===== src/common/fhu_pkg.sv =====
package fhu_pkg;
    localparam logic [7:0] FHU_OFS_HARD_STATUS  = 8'h00;
    localparam logic [7:0] FHU_OFS_MM_STATUS    = 8'h04;
    localparam logic [7:0] FHU_OFS_BUS_STATUS   = 8'h08;
    localparam logic [7:0] FHU_OFS_USAGE_STATUS = 8'h0c;
    localparam logic [7:0] FHU_OFS_MM_ADDR      = 8'h10;
    localparam logic [7:0] FHU_OFS_BUS_ADDR     = 8'h14;
    localparam logic [7:0] FHU_OFS_PRIORITY     = 8'h18;
    localparam logic [7:0] FHU_OFS_CONTROL      = 8'h1c;
    localparam logic [7:0] FHU_OFS_STATE        = 8'h20;
    // Status bit positions.
    localparam int FHU_B_VECTOR_READ_ERROR_FLAG      = 1;
    localparam int FHU_B_ESCALATED_FLAG    = 30;
    localparam int FHU_B_IACC      = 0;
    localparam int FHU_B_DACC      = 1;
    localparam int FHU_B_MUNSTK    = 3;
    localparam int FHU_B_MSTK      = 4;
    localparam int FHU_B_MMVALID   = 7;
    localparam int FHU_B_PREFETCH  = 0;
    localparam int FHU_B_PRECISE   = 1;
    localparam int FHU_B_DEFERRED  = 2;
    localparam int FHU_B_BUNSTK    = 3;
    localparam int FHU_B_BSTK      = 4;
    localparam int FHU_B_BVALID    = 7;
    localparam int FHU_B_UNDEFINED_OPCODE_FLAG     = 0;
    localparam int FHU_B_INVSTATE  = 1;
    localparam int FHU_B_BADRET    = 2;
    localparam int FHU_B_NO_COPROCESSOR_FLAG      = 3;
    localparam int FHU_B_MISALIGN  = 8;
    localparam int FHU_B_DIVIDE_BY_ZERO_FLAG      = 9;
    // Control bits: handler enables. Priority register: one byte per class.
    localparam int FHU_B_EN_MM     = 0;
    localparam int FHU_B_EN_BUS    = 1;
    localparam int FHU_B_EN_USAGE  = 2;
    localparam int FHU_PRI_MM_LSB    = 0;
    localparam int FHU_PRI_BUS_LSB   = 8;
    localparam int FHU_PRI_USAGE_LSB = 16;
    // State register bits.
    localparam int FHU_B_LOCKUP     = 0;
    localparam int FHU_B_LOCK_NMI   = 1;
    localparam logic [1:0] FHU_RESP_OKAY   = 2'b00;
    localparam logic [1:0] FHU_RESP_SLVERR = 2'b10;
    localparam logic [31:0] FHU_RESET_ZERO = 32'h0000_0000;
    // Fault class reported to the pipeline.
    typedef enum logic [2:0] {
        FHU_CLS_NONE,
        FHU_CLS_HARD,
        FHU_CLS_MM,
        FHU_CLS_BUS,
        FHU_CLS_USAGE
    } fhu_class_t;
    // Exception the core is currently executing.
    typedef enum logic [2:0] {
        FHU_EXC_THREAD,
        FHU_EXC_NMI,
        FHU_EXC_HARD,
        FHU_EXC_MM,
        FHU_EXC_BUS,
        FHU_EXC_USAGE,
        FHU_EXC_OTHER
    } fhu_exc_t;
endpackage


===== src/hdl/fhu_fault_unit.sv =====
// The address map and register access over AXI4-Lite were chosen for this implementation.
`timescale 1ns/1ps
module fhu_fault_unit
    import fhu_pkg::*;
#(
    parameter int PRI_W = 8
) (
    // Clock and reset.
    input  wire logic              aclk,
    input  wire logic              aresetn,
    // AXI4-Lite slave.
    input  wire logic [7:0]        s_axi_awaddr,
    input  wire logic              s_axi_awvalid,
    output logic                   s_axi_awready,
    input  wire logic [31:0]       s_axi_wdata,
    input  wire logic [3:0]        s_axi_wstrb,
    input  wire logic              s_axi_wvalid,
    output logic                   s_axi_wready,
    output logic [1:0]             s_axi_bresp,
    output logic                   s_axi_bvalid,
    input  wire logic              s_axi_bready,
    input  wire logic [7:0]        s_axi_araddr,
    input  wire logic              s_axi_arvalid,
    output logic                   s_axi_arready,
    output logic [31:0]            s_axi_rdata,
    output logic [1:0]             s_axi_rresp,
    output logic                   s_axi_rvalid,
    input  wire logic              s_axi_rready,
    // Error events from bus, protection unit and pipeline.
    input  wire logic              vector_bus_err,
    input  wire logic              prefetch_bus_err,
    input  wire logic              precise_bus_err,
    input  wire logic              deferred_bus_err,
    input  wire logic              stacking_bus_err,
    input  wire logic              unstacking_bus_err,
    input  wire logic              non_executable_region,
    input  wire logic              mpu_instr_mismatch,
    input  wire logic              mpu_data_mismatch,
    input  wire logic              mpu_stacking_mismatch,
    input  wire logic              mpu_unstacking_mismatch,
    input  wire logic              coproc_access,
    input  wire logic              undefined_opcode,
    input  wire logic              invalid_state,
    input  wire logic              bad_return_value,
    input  wire logic              misaligned_access,
    input  wire logic              divide_by_zero,
    input  wire logic [31:0]       fault_addr,
    // Core context.
    input  wire fhu_exc_t          current_exc,
    input  wire logic [PRI_W-1:0]  current_pri,
    input  wire logic              entering_bus_handler,
    input  wire logic              nmi_req,
    input  wire logic              debug_halt,
    // Decisions to the pipeline.
    output logic                   fault_take,
    output fhu_class_t             fault_class,
    output logic                   fault_escalated,
    output logic                   hard_may_preempt,
    output logic                   lockup
);
    logic [31:0] hard_status_reg;
    logic [31:0] mm_status_reg;
    logic [31:0] bus_status_reg;
    logic [31:0] usage_status_reg;
    logic [31:0] mm_addr_reg;
    logic [31:0] bus_addr_reg;
    logic [31:0] priority_reg;
    logic [31:0] control_reg;
    logic        lockup_reg;
    logic        lock_nmi_reg;
    logic        take_reg;
    fhu_class_t  class_reg;
    logic        esc_reg;

    // Raw classification of this cycle's events.
    logic any_mm, mm_iacc, any_bus, any_usage, any_hard_direct;
    logic escalate, enabled, prio_blocked, bus_stack_exempt;
    fhu_class_t raw_class, final_class;
    logic [PRI_W-1:0] class_pri;

    assign mm_iacc   = mpu_instr_mismatch | non_executable_region;
    assign any_mm    = mm_iacc | mpu_data_mismatch | mpu_stacking_mismatch
                     | mpu_unstacking_mismatch;
    assign any_bus   = prefetch_bus_err | precise_bus_err | deferred_bus_err
                     | stacking_bus_err | unstacking_bus_err;
    assign any_usage = coproc_access | undefined_opcode | invalid_state
                     | bad_return_value | misaligned_access | divide_by_zero;
    assign any_hard_direct = vector_bus_err;

    // Only one class is reported per cycle; the most severe source wins.
    always_comb begin
        raw_class = FHU_CLS_NONE;
        enabled   = 1'b1;
        class_pri = '0;
        if (any_hard_direct) begin
            raw_class = FHU_CLS_HARD;
        end else if (any_mm) begin
            raw_class = FHU_CLS_MM;
            enabled   = control_reg[FHU_B_EN_MM];
            class_pri = priority_reg[FHU_PRI_MM_LSB +: PRI_W];
        end else if (any_bus) begin
            raw_class = FHU_CLS_BUS;
            enabled   = control_reg[FHU_B_EN_BUS];
            class_pri = priority_reg[FHU_PRI_BUS_LSB +: PRI_W];
        end else if (any_usage) begin
            raw_class = FHU_CLS_USAGE;
            enabled   = control_reg[FHU_B_EN_USAGE];
            class_pri = priority_reg[FHU_PRI_USAGE_LSB +: PRI_W];
        end
    end

    // A larger number is a lower priority, so equal or greater cannot preempt.
    // A handler of the same class runs at that class's priority, so its own
    // faults are caught by the equal-priority test as well.
    assign prio_blocked = (current_exc != FHU_EXC_THREAD)
                        && (class_pri >= current_pri);
    assign bus_stack_exempt = (raw_class == FHU_CLS_BUS) && stacking_bus_err
                            && entering_bus_handler;
    assign escalate = (raw_class != FHU_CLS_NONE) && (raw_class != FHU_CLS_HARD)
                    && !bus_stack_exempt && (!enabled || prio_blocked);
    assign final_class = escalate ? FHU_CLS_HARD : raw_class;

    assign hard_may_preempt = (current_exc != FHU_EXC_NMI)
                            && (current_exc != FHU_EXC_HARD);

    // Fault request to the pipeline, registered.
    always_ff @(posedge aclk) begin
        if (!aresetn) begin
            take_reg  <= 1'b0;
            class_reg <= FHU_CLS_NONE;
            esc_reg   <= 1'b0;
        end else begin
            take_reg  <= (final_class != FHU_CLS_NONE) && !lockup_reg;
            class_reg <= lockup_reg ? FHU_CLS_NONE : final_class;
            esc_reg   <= escalate && !lockup_reg;
        end
    end
    assign fault_take      = take_reg;
    assign fault_class     = class_reg;
    assign fault_escalated = esc_reg;

    // Lockup: a hard fault inside the critical handlers stops execution.
    logic hard_now;
    assign hard_now = (final_class == FHU_CLS_HARD);
    always_ff @(posedge aclk) begin
        if (!aresetn) begin
            lockup_reg   <= 1'b0;
            lock_nmi_reg <= 1'b0;
        end else if (!lockup_reg) begin
            if (hard_now && !hard_may_preempt) begin
                lockup_reg   <= 1'b1;
                lock_nmi_reg <= (current_exc == FHU_EXC_NMI);
            end
        end else if (debug_halt || (nmi_req && !lock_nmi_reg)) begin
            lockup_reg   <= 1'b0;
            lock_nmi_reg <= 1'b0;
        end
    end
    assign lockup = lockup_reg;

    // AXI4-Lite write side. Address and data are taken in either order.
    logic       aw_held, w_held;
    logic [7:0] aw_addr;
    logic [31:0] w_data;
    logic [3:0]  w_strb;
    logic        wr_fire;
    logic [31:0] w_mask;

    assign s_axi_awready = !aw_held && !s_axi_bvalid;
    assign s_axi_wready  = !w_held && !s_axi_bvalid;
    assign wr_fire = aw_held && w_held && !s_axi_bvalid;
    assign w_mask  = {{8{w_strb[3]}}, {8{w_strb[2]}}, {8{w_strb[1]}}, {8{w_strb[0]}}};

    always_ff @(posedge aclk) begin
        if (!aresetn) begin
            aw_held <= 1'b0;
            aw_addr <= '0;
        end else if (s_axi_awvalid && s_axi_awready) begin
            aw_held <= 1'b1;
            aw_addr <= s_axi_awaddr;
        end else if (wr_fire) begin
            aw_held <= 1'b0;
        end
    end

    always_ff @(posedge aclk) begin
        if (!aresetn) begin
            w_held <= 1'b0;
            w_data <= '0;
            w_strb <= '0;
        end else if (s_axi_wvalid && s_axi_wready) begin
            w_held <= 1'b1;
            w_data <= s_axi_wdata;
            w_strb <= s_axi_wstrb;
        end else if (wr_fire) begin
            w_held <= 1'b0;
        end
    end

    function automatic logic is_mapped(input logic [7:0] a);
        is_mapped = (a[1:0] == 2'b00) && (a <= FHU_OFS_STATE);
    endfunction

    always_ff @(posedge aclk) begin
        if (!aresetn) begin
            s_axi_bvalid <= 1'b0;
            s_axi_bresp  <= FHU_RESP_OKAY;
        end else if (wr_fire) begin
            s_axi_bvalid <= 1'b1;
            s_axi_bresp  <= is_mapped(aw_addr) ? FHU_RESP_OKAY : FHU_RESP_SLVERR;
        end else if (s_axi_bready) begin
            s_axi_bvalid <= 1'b0;
        end
    end

    function automatic logic wr_hit(input logic fire, input logic [7:0] a,
                                    input logic [7:0] ofs);
        wr_hit = fire && (a == ofs);
    endfunction

    // Writable configuration.
    always_ff @(posedge aclk) begin
        if (!aresetn) begin
            priority_reg <= FHU_RESET_ZERO;
        end else if (wr_hit(wr_fire, aw_addr, FHU_OFS_PRIORITY)) begin
            priority_reg <= (priority_reg & ~w_mask) | (w_data & w_mask);
        end
    end

    always_ff @(posedge aclk) begin
        if (!aresetn) begin
            control_reg <= FHU_RESET_ZERO;
        end else if (wr_hit(wr_fire, aw_addr, FHU_OFS_CONTROL)) begin
            control_reg <= (control_reg & ~w_mask) | (w_data & w_mask);
        end
    end

    // Sticky status flags: write one to clear, a new event wins over a clear.
    function automatic logic [31:0] w1c(input logic [31:0] cur, input logic hit,
                                        input logic [31:0] clr, input logic [31:0] set);
        w1c = (cur & ~(hit ? clr : 32'h0000_0000)) | set;
    endfunction

    logic [31:0] hard_set, mm_set, bus_set, usage_set;
    logic        log_en;
    assign log_en = !lockup_reg;

    always_comb begin
        hard_set  = '0;
        mm_set    = '0;
        bus_set   = '0;
        usage_set = '0;
        if (log_en) begin
            hard_set[FHU_B_VECTOR_READ_ERROR_FLAG]       = vector_bus_err;
            hard_set[FHU_B_ESCALATED_FLAG]     = escalate;
            mm_set[FHU_B_IACC]         = mm_iacc;
            mm_set[FHU_B_DACC]         = mpu_data_mismatch;
            mm_set[FHU_B_MSTK]         = mpu_stacking_mismatch;
            mm_set[FHU_B_MUNSTK]       = mpu_unstacking_mismatch;
            mm_set[FHU_B_MMVALID]      = mpu_data_mismatch;
            bus_set[FHU_B_PREFETCH]    = prefetch_bus_err;
            bus_set[FHU_B_PRECISE]     = precise_bus_err;
            bus_set[FHU_B_DEFERRED]    = deferred_bus_err;
            bus_set[FHU_B_BSTK]        = stacking_bus_err;
            bus_set[FHU_B_BUNSTK]      = unstacking_bus_err;
            bus_set[FHU_B_BVALID]      = precise_bus_err;
            usage_set[FHU_B_UNDEFINED_OPCODE_FLAG]     = undefined_opcode;
            usage_set[FHU_B_NO_COPROCESSOR_FLAG]      = coproc_access;
            usage_set[FHU_B_INVSTATE]  = invalid_state;
            usage_set[FHU_B_BADRET]    = bad_return_value;
            usage_set[FHU_B_MISALIGN]  = misaligned_access;
            usage_set[FHU_B_DIVIDE_BY_ZERO_FLAG]      = divide_by_zero;
        end
    end

    always_ff @(posedge aclk) begin
        if (!aresetn) begin
            hard_status_reg <= FHU_RESET_ZERO;
        end else begin
            hard_status_reg <= w1c(hard_status_reg, wr_hit(wr_fire, aw_addr,
                                   FHU_OFS_HARD_STATUS), w_data & w_mask, hard_set);
        end
    end

    always_ff @(posedge aclk) begin
        if (!aresetn) begin
            mm_status_reg <= FHU_RESET_ZERO;
        end else begin
            mm_status_reg <= w1c(mm_status_reg, wr_hit(wr_fire, aw_addr,
                                 FHU_OFS_MM_STATUS), w_data & w_mask, mm_set);
        end
    end

    always_ff @(posedge aclk) begin
        if (!aresetn) begin
            bus_status_reg <= FHU_RESET_ZERO;
        end else begin
            bus_status_reg <= w1c(bus_status_reg, wr_hit(wr_fire, aw_addr,
                                  FHU_OFS_BUS_STATUS), w_data & w_mask, bus_set);
        end
    end

    always_ff @(posedge aclk) begin
        if (!aresetn) begin
            usage_status_reg <= FHU_RESET_ZERO;
        end else begin
            usage_status_reg <= w1c(usage_status_reg, wr_hit(wr_fire, aw_addr,
                                    FHU_OFS_USAGE_STATUS), w_data & w_mask, usage_set);
        end
    end

    // Address capture. Only accesses with a known address load the registers;
    // deferred bus errors have lost their address by the time they arrive.
    always_ff @(posedge aclk) begin
        if (!aresetn) begin
            mm_addr_reg <= FHU_RESET_ZERO;
        end else if (mm_set[FHU_B_MMVALID]) begin
            mm_addr_reg <= fault_addr;
        end
    end

    always_ff @(posedge aclk) begin
        if (!aresetn) begin
            bus_addr_reg <= FHU_RESET_ZERO;
        end else if (bus_set[FHU_B_BVALID]) begin
            bus_addr_reg <= fault_addr;
        end
    end

    // AXI4-Lite read side: one read in flight, data one cycle after address.
    logic [31:0] rd_value;
    always_comb begin
        case (s_axi_araddr)
            FHU_OFS_HARD_STATUS:  rd_value = hard_status_reg;
            FHU_OFS_MM_STATUS:    rd_value = mm_status_reg;
            FHU_OFS_BUS_STATUS:   rd_value = bus_status_reg;
            FHU_OFS_USAGE_STATUS: rd_value = usage_status_reg;
            FHU_OFS_MM_ADDR:      rd_value = mm_addr_reg;
            FHU_OFS_BUS_ADDR:     rd_value = bus_addr_reg;
            FHU_OFS_PRIORITY:     rd_value = priority_reg;
            FHU_OFS_CONTROL:      rd_value = control_reg;
            FHU_OFS_STATE: begin
                rd_value = '0;
                rd_value[FHU_B_LOCKUP]   = lockup_reg;
                rd_value[FHU_B_LOCK_NMI] = lock_nmi_reg;
            end
            default:              rd_value = '0;
        endcase
    end

    assign s_axi_arready = !s_axi_rvalid;

    always_ff @(posedge aclk) begin
        if (!aresetn) begin
            s_axi_rvalid <= 1'b0;
            s_axi_rdata  <= '0;
            s_axi_rresp  <= FHU_RESP_OKAY;
        end else if (s_axi_arvalid && s_axi_arready) begin
            s_axi_rvalid <= 1'b1;
            s_axi_rdata  <= rd_value;
            s_axi_rresp  <= is_mapped(s_axi_araddr) ? FHU_RESP_OKAY : FHU_RESP_SLVERR;
        end else if (s_axi_rready) begin
            s_axi_rvalid <= 1'b0;
        end
    end
endmodule // fhu_fault_unit


===== config.mk =====
export PLATFORM = sky130hd
export DESIGN_NAME = fhu_fault_unit
export DESIGN_NICKNAME = d
export VERILOG_FILES = /design/src/common/fhu_pkg.sv /design/src/hdl/fhu_fault_unit.sv
export SDC_FILE = /design/constraint.sdc
export NUM_CORES = 1
export LEC_CHECK = 0
export ABC_AREA = 1
export BUFFER_PORTS_ARGS = -buffer_cell sky130_fd_sc_hd__buf_4
export CORE_ASPECT_RATIO = 0.5
export CORE_MARGIN = 2
export CORE_UTILIZATION = 24
export CTS_CLUSTER_SIZE = 24
export DETAILED_ROUTE_END_ITERATION = 7
export SLEW_MARGIN = 20
export SYNTH_ARGS = -nofsm -noshare
export SYNTH_HDL_FRONTEND = slang
export SYNTH_SLANG_ARGS = --single-unit

===== constraint.sdc =====
create_clock -name aclk -period 2.75 [get_ports aclk]
set_input_delay 0.1375 -clock aclk [delete_from_list [all_inputs] [get_ports aclk]]
set_output_delay 0.1375 -clock aclk [all_outputs]
set_load 0.05 [all_outputs]

==> results_tabular.tex <==
\begin{tabular}{lr}
\hline
Metric & Value \\
\hline
\multicolumn{2}{l}{\textbf{Synth}} \\
Dominant cell type by area after synthesis & sky130\_fd\_sc\_hd\_\_dfxtp\_1 \\
Area share of the leading cell type in the synthesized netlist & between 40 and 50\% \\
Post-synthesis instance area & 14050 um\^{}2 \\
Leading post-synthesis cells by cell area & sky130\_fd\_sc\_hd\_\_dfxtp\_1, sky130\_fd\_sc\_hd\_\_o21ai\_0, sky130\_fd\_sc\_hd\_\_nand2\_1 \\
Mean instance size in the synthesized netlist & between 7 and 8 um\^{}2 \\
Gate count of the mapped netlist & between 1.5k and 2k \\
Post-synth EDFFs & 0 \\
Sequential cell area fraction in the yosys report & 49.17\% \\
Yosys warning count & 0 \\
Synthesis-stage register bit count & 345 \\
Number of library cell types mapped by synthesis & 39 \\
Top\_reg\_cell synth & sky130\_fd\_sc\_hd\_\_dfxtp\_1 \\
Fraction of registers with async set/reset & 0\% \\
\multicolumn{2}{l}{\textbf{GRT}} \\
Pin count of the biggest net entering global routing & about 110 \\
Via count of the first global-routing pass & between 10k and 15k \\
Number of antenna violations at the first check in global routing & 0 \\
Global-route wire length before repair & approximately 76 mm \\
GRT Util Overall & around 16\% \\
Global route overflow & 0 \\
\multicolumn{2}{l}{\textbf{Cells and area}} \\
Sequential cell area in the final layout & 6907 um\^{}2 \\
Growth of design area from synthesis to finish & 29.96\% \\
Count of inserted antenna diode cells & 0 \\
Share of cells above drive strength 1 & roughly 14\% \\
Multi-input logic area & 5754 um\^{}2 \\
Net count, final & 2254 \\
Fillers & around 6.1k \\
\multicolumn{2}{l}{\textbf{Routing}} \\
Vias per cell & 4.670 \\
Routed length per placed instance & around 17 um \\
Wire length the detailed router placed on met1 & $\sim$22 mm \\
DR iter-0 viols & 1237 \\
Total wire length & a little over 50 mm \\
Drt first pass iters & 5 \\
\# DRC & 0 \\
Number of routed nets with antenna violations & 0 \\
Highest metal layer used by the detailed router & met4 \\
Met2 WL & 23.26 mm \\
Routed wire length on met3 & between 3 and 4 mm \\
Vias after detailed routing & about 14k \\
\multicolumn{2}{l}{\textbf{Timing}} \\
Slew of the pin with the lowest slew margin & 1.034 ns \\
Fmax & about 0.40 GHz \\
Clock tree skew after final layout & 0.01335 ns \\
Count of endpoints failing setup in the final report & 0 \\
Total count of hold-check failures in the final report & 0 \\
Crit path time final & between 2 and 3 ns \\
Fin worst setup slack & 0.2187 ns \\
Max Slew Vio Count & 0 \\
Total Neg Setup Slack & 0 ns \\
Period utilization & 92.05\% \\
Worst slew margin relative to its limit & around 30\% \\
\multicolumn{2}{l}{\textbf{Setup path}} \\
Worst R2R Setup Slack & about 0.6 ns \\
Critical Path Source Type & input pin \\
Crit path cell chain & dlygate4sd3\_1 > buf\_4 > nor2\_1 > nand3\_2 > inv\_2 > nand2\_1 > inv\_1 > nand3\_4 > o21ai\_2 > ha\_1 > a21oi\_1 > nor2\_1 > nor2\_1 > nand3\_1 > nand2\_1 > nand2\_1 > nand2\_2 > nand2\_1 > nand2\_1 > nand3\_1 > nand2\_1 > nor2\_1 \\
CP max stage delay & approximately 0.54 ns \\
Critical path data required time & 3.15 ns \\
Cells on worst reg2reg path & 16 \\
Critical path capture point type & register \\
Critical path data arrival time & just under 3 ns \\
Most common cell type on the critical path & sky130\_fd\_sc\_hd\_\_nand2\_1 \\
Cell with the biggest individual delay on the critical path & sky130\_fd\_sc\_hd\_\_dlygate4sd3\_1 \\
Kind of critical path & input pin to register \\
Maximum fanout along the worst path & 8 \\
Worst reg2reg endpoint & lock\_nmi\_reg \\
\multicolumn{2}{l}{\textbf{Clocking}} \\
Total CTS buffers & 37 \\
Clock-pin slew on the worst setup and hold paths & 0.06 ns \\
Clock Sink Count & about 350 \\
Buffer levels on the longest clock path & 3 \\
CTS tree & yes \\
Clock tree root driver cell & sky130\_fd\_sc\_hd\_\_clkbuf\_16 \\
Clock network latency to the later pin of the worst-skew pair & 0.52 ns \\
CTS HTree Levels & 2 \\
\multicolumn{2}{l}{\textbf{Hold path}} \\
Class of the most critical hold timing path & input pin to register \\
Hold worst-path end & w\_data[30] \\
Worst Min Path Start & s\_axi\_wdata[30] \\
Number of cells on the worst hold path & 3 \\
\multicolumn{2}{l}{\textbf{Place}} \\
Worst slack after detailed placement & 0.007491 ns \\
Final estimated routing congestion in global placement & just over 0.9 \\
Buffers on Ports & approximately 170 \\
DPL Wire Length & 35.38 mm \\
\multicolumn{2}{l}{\textbf{Outcome}} \\
Run status & completed \\
\multicolumn{2}{l}{\textbf{Die}} \\
Vertical die dimension & 175.1 um \\
Die span in x & $\sim$350 um \\
Floorplan Core Area & 57640 um\^{}2 \\
Site Rows & between 60 and 70 \\
Die Area & between 60000 and 70000 um\^{}2 \\
I/O pins & 170 \\
Initial standard-cell utilization of the core & approximately 24\% \\
\multicolumn{2}{l}{\textbf{Power}} \\
Worst supply voltage drop on vdd & roughly 0.00037 V \\
LEAKAGE & $\sim$7.5 nW \\
Areal power density over the cells & 605.3 nW/um\^{}2 \\
Post-layout total power & around 11 mW \\
\multicolumn{2}{l}{\textbf{Run}} \\
Max capacitance violation total & 0 \\
\hline
\end{tabular}
worst max-delay path by stage:
stage	start	end	slack [ns]	cells past startpoint
after floorplan	s_axi_bvalid	w_data[10]	0.56	7
after global placement	non_executable_region	lock_nmi_reg	0.07	21
after detailed placement	non_executable_region	lock_nmi_reg	0.007	20
after CTS	mpu_stacking_mismatch	lock_nmi_reg	0.03	21
after global routing	mpu_stacking_mismatch	lock_nmi_reg	-0.05	25
final	mpu_stacking_mismatch	lock_nmi_reg	0.22	22
cell usage in the layout (no fill, tap or decap), types with 10 or more instances in the layout:
cell	instances
sky130_fd_sc_hd__nand2_1	296
sky130_fd_sc_hd__buf_4	204
sky130_fd_sc_hd__a211oi_1	12
sky130_fd_sc_hd__dlygate4sd3_1	94
sky130_fd_sc_hd__o22ai_1	51
sky130_fd_sc_hd__o21ai_0	237
sky130_fd_sc_hd__clkbuf_8	10
sky130_fd_sc_hd__nor2_1	195
sky130_fd_sc_hd__inv_1	238
sky130_fd_sc_hd__inv_2	10
sky130_fd_sc_hd__dfxtp_1	345
sky130_fd_sc_hd__clkbuf_16	37
sky130_fd_sc_hd__nand3_1	34
sky130_fd_sc_hd__nand4_1	15
sky130_fd_sc_hd__a21oi_1	204
sky130_fd_sc_hd__o21ai_1	30
sky130_fd_sc_hd__o211ai_1	54
synthesized netlist by cell type (2+ instances only):
cell type and instances:
sky130_fd_sc_hd__clkinv_1 5, sky130_fd_sc_hd__inv_2 10, sky130_fd_sc_hd__buf_6 3, sky130_fd_sc_hd__nor3_2 2, sky130_fd_sc_hd__clkbuf_1 70, sky130_fd_sc_hd__a21oi_1 204, sky130_fd_sc_hd__a211oi_1 12, sky130_fd_sc_hd__buf_1 3
sky130_fd_sc_hd__nor2_2 3, sky130_fd_sc_hd__o2111ai_1 3, sky130_fd_sc_hd__dfxtp_1 345, sky130_fd_sc_hd__o31ai_1 2, sky130_fd_sc_hd__nand4_1 15, sky130_fd_sc_hd__inv_1 238, sky130_fd_sc_hd__o21ai_1 27, sky130_fd_sc_hd__o21ai_0 244
sky130_fd_sc_hd__buf_4 4, sky130_fd_sc_hd__nor3_1 5, sky130_fd_sc_hd__buf_2 30, sky130_fd_sc_hd__nand3b_1 6, sky130_fd_sc_hd__nor2_1 196, sky130_fd_sc_hd__o211ai_1 54, sky130_fd_sc_hd__nand2_2 2, sky130_fd_sc_hd__nand3_1 37
sky130_fd_sc_hd__nand2_1 299, sky130_fd_sc_hd__ha_1 8, sky130_fd_sc_hd__o22ai_1 51, sky130_fd_sc_hd__and3_1 2
through the flow:
step	utilization, %	area (um^2)	std cells	hold slack [ns]
2_1_floorplan	-	14050	1892	0.2502
3_3_place_gp	28.02	16150	2759	0.3707
3_5_place_dp	28.02	16150	2759	0.3744
4_1_cts	31.60	18210	2912	0.02066
5_1_grt	31.67	18260	2912	0.03850
6_report	31.67	18260	2912	0.01550
metal layers:
layer / GRT usage, % / up-vias
met4: 5.186 / 0
met5: 0 / -
met2: 26.00 / 451
met3: 2.672 / 87
met1: 21.98 / 6392
li1: - / 6669
final cells by class:
type	count	area share [%]
Inverter	253	5.209
Timing Repair Buffer	303	14.04
Clock buffer	53	5.949
Tap cell	768	5.264
Multi-Input combinational cell	1184	31.52
Sequential cell	345	37.83
Clock inverter	6	0.1850
worst max-delay path: cells and delay by family:
kind / cells / cell delay (ns)
AOI/OAI and AO/OA: 2 / 0.29
adders and majority gates: 1 / 0.26
buffers and inverters: 4 / 0.90
and+or+nand+nor: 15 / 1.34
power breakdown:
part	internal [mW]	switching, mW	total [mW]	leakage [nW]
combinational	0.392	0.619	1.01	4.18
clock	2.72	1.99	4.71	0.559
sequential	5.18	0.153	5.33	2.81
total	8.29	2.76	11.1	7.55
repair_timing:
action | 4_1_cts | 5_1_grt
endpoints found under the hold margin | 124 | 0
gates resized for setup | 0 | 18
buffers inserted | 0 | 0
hold buffers | 94 | 0
endpoints found under the setup margin | 0 | 6
cells by family after synthesis:
family,count (synthesis),synth area share (%)
simple gates,573,16.64
flops,345,49.17
buf+inv,363,10.23
other cells,1,0.02670
fa+ha+maj,8,0.7126
compound gates,601,23.22
Note: power is estimated with default switching activity, not from simulation.
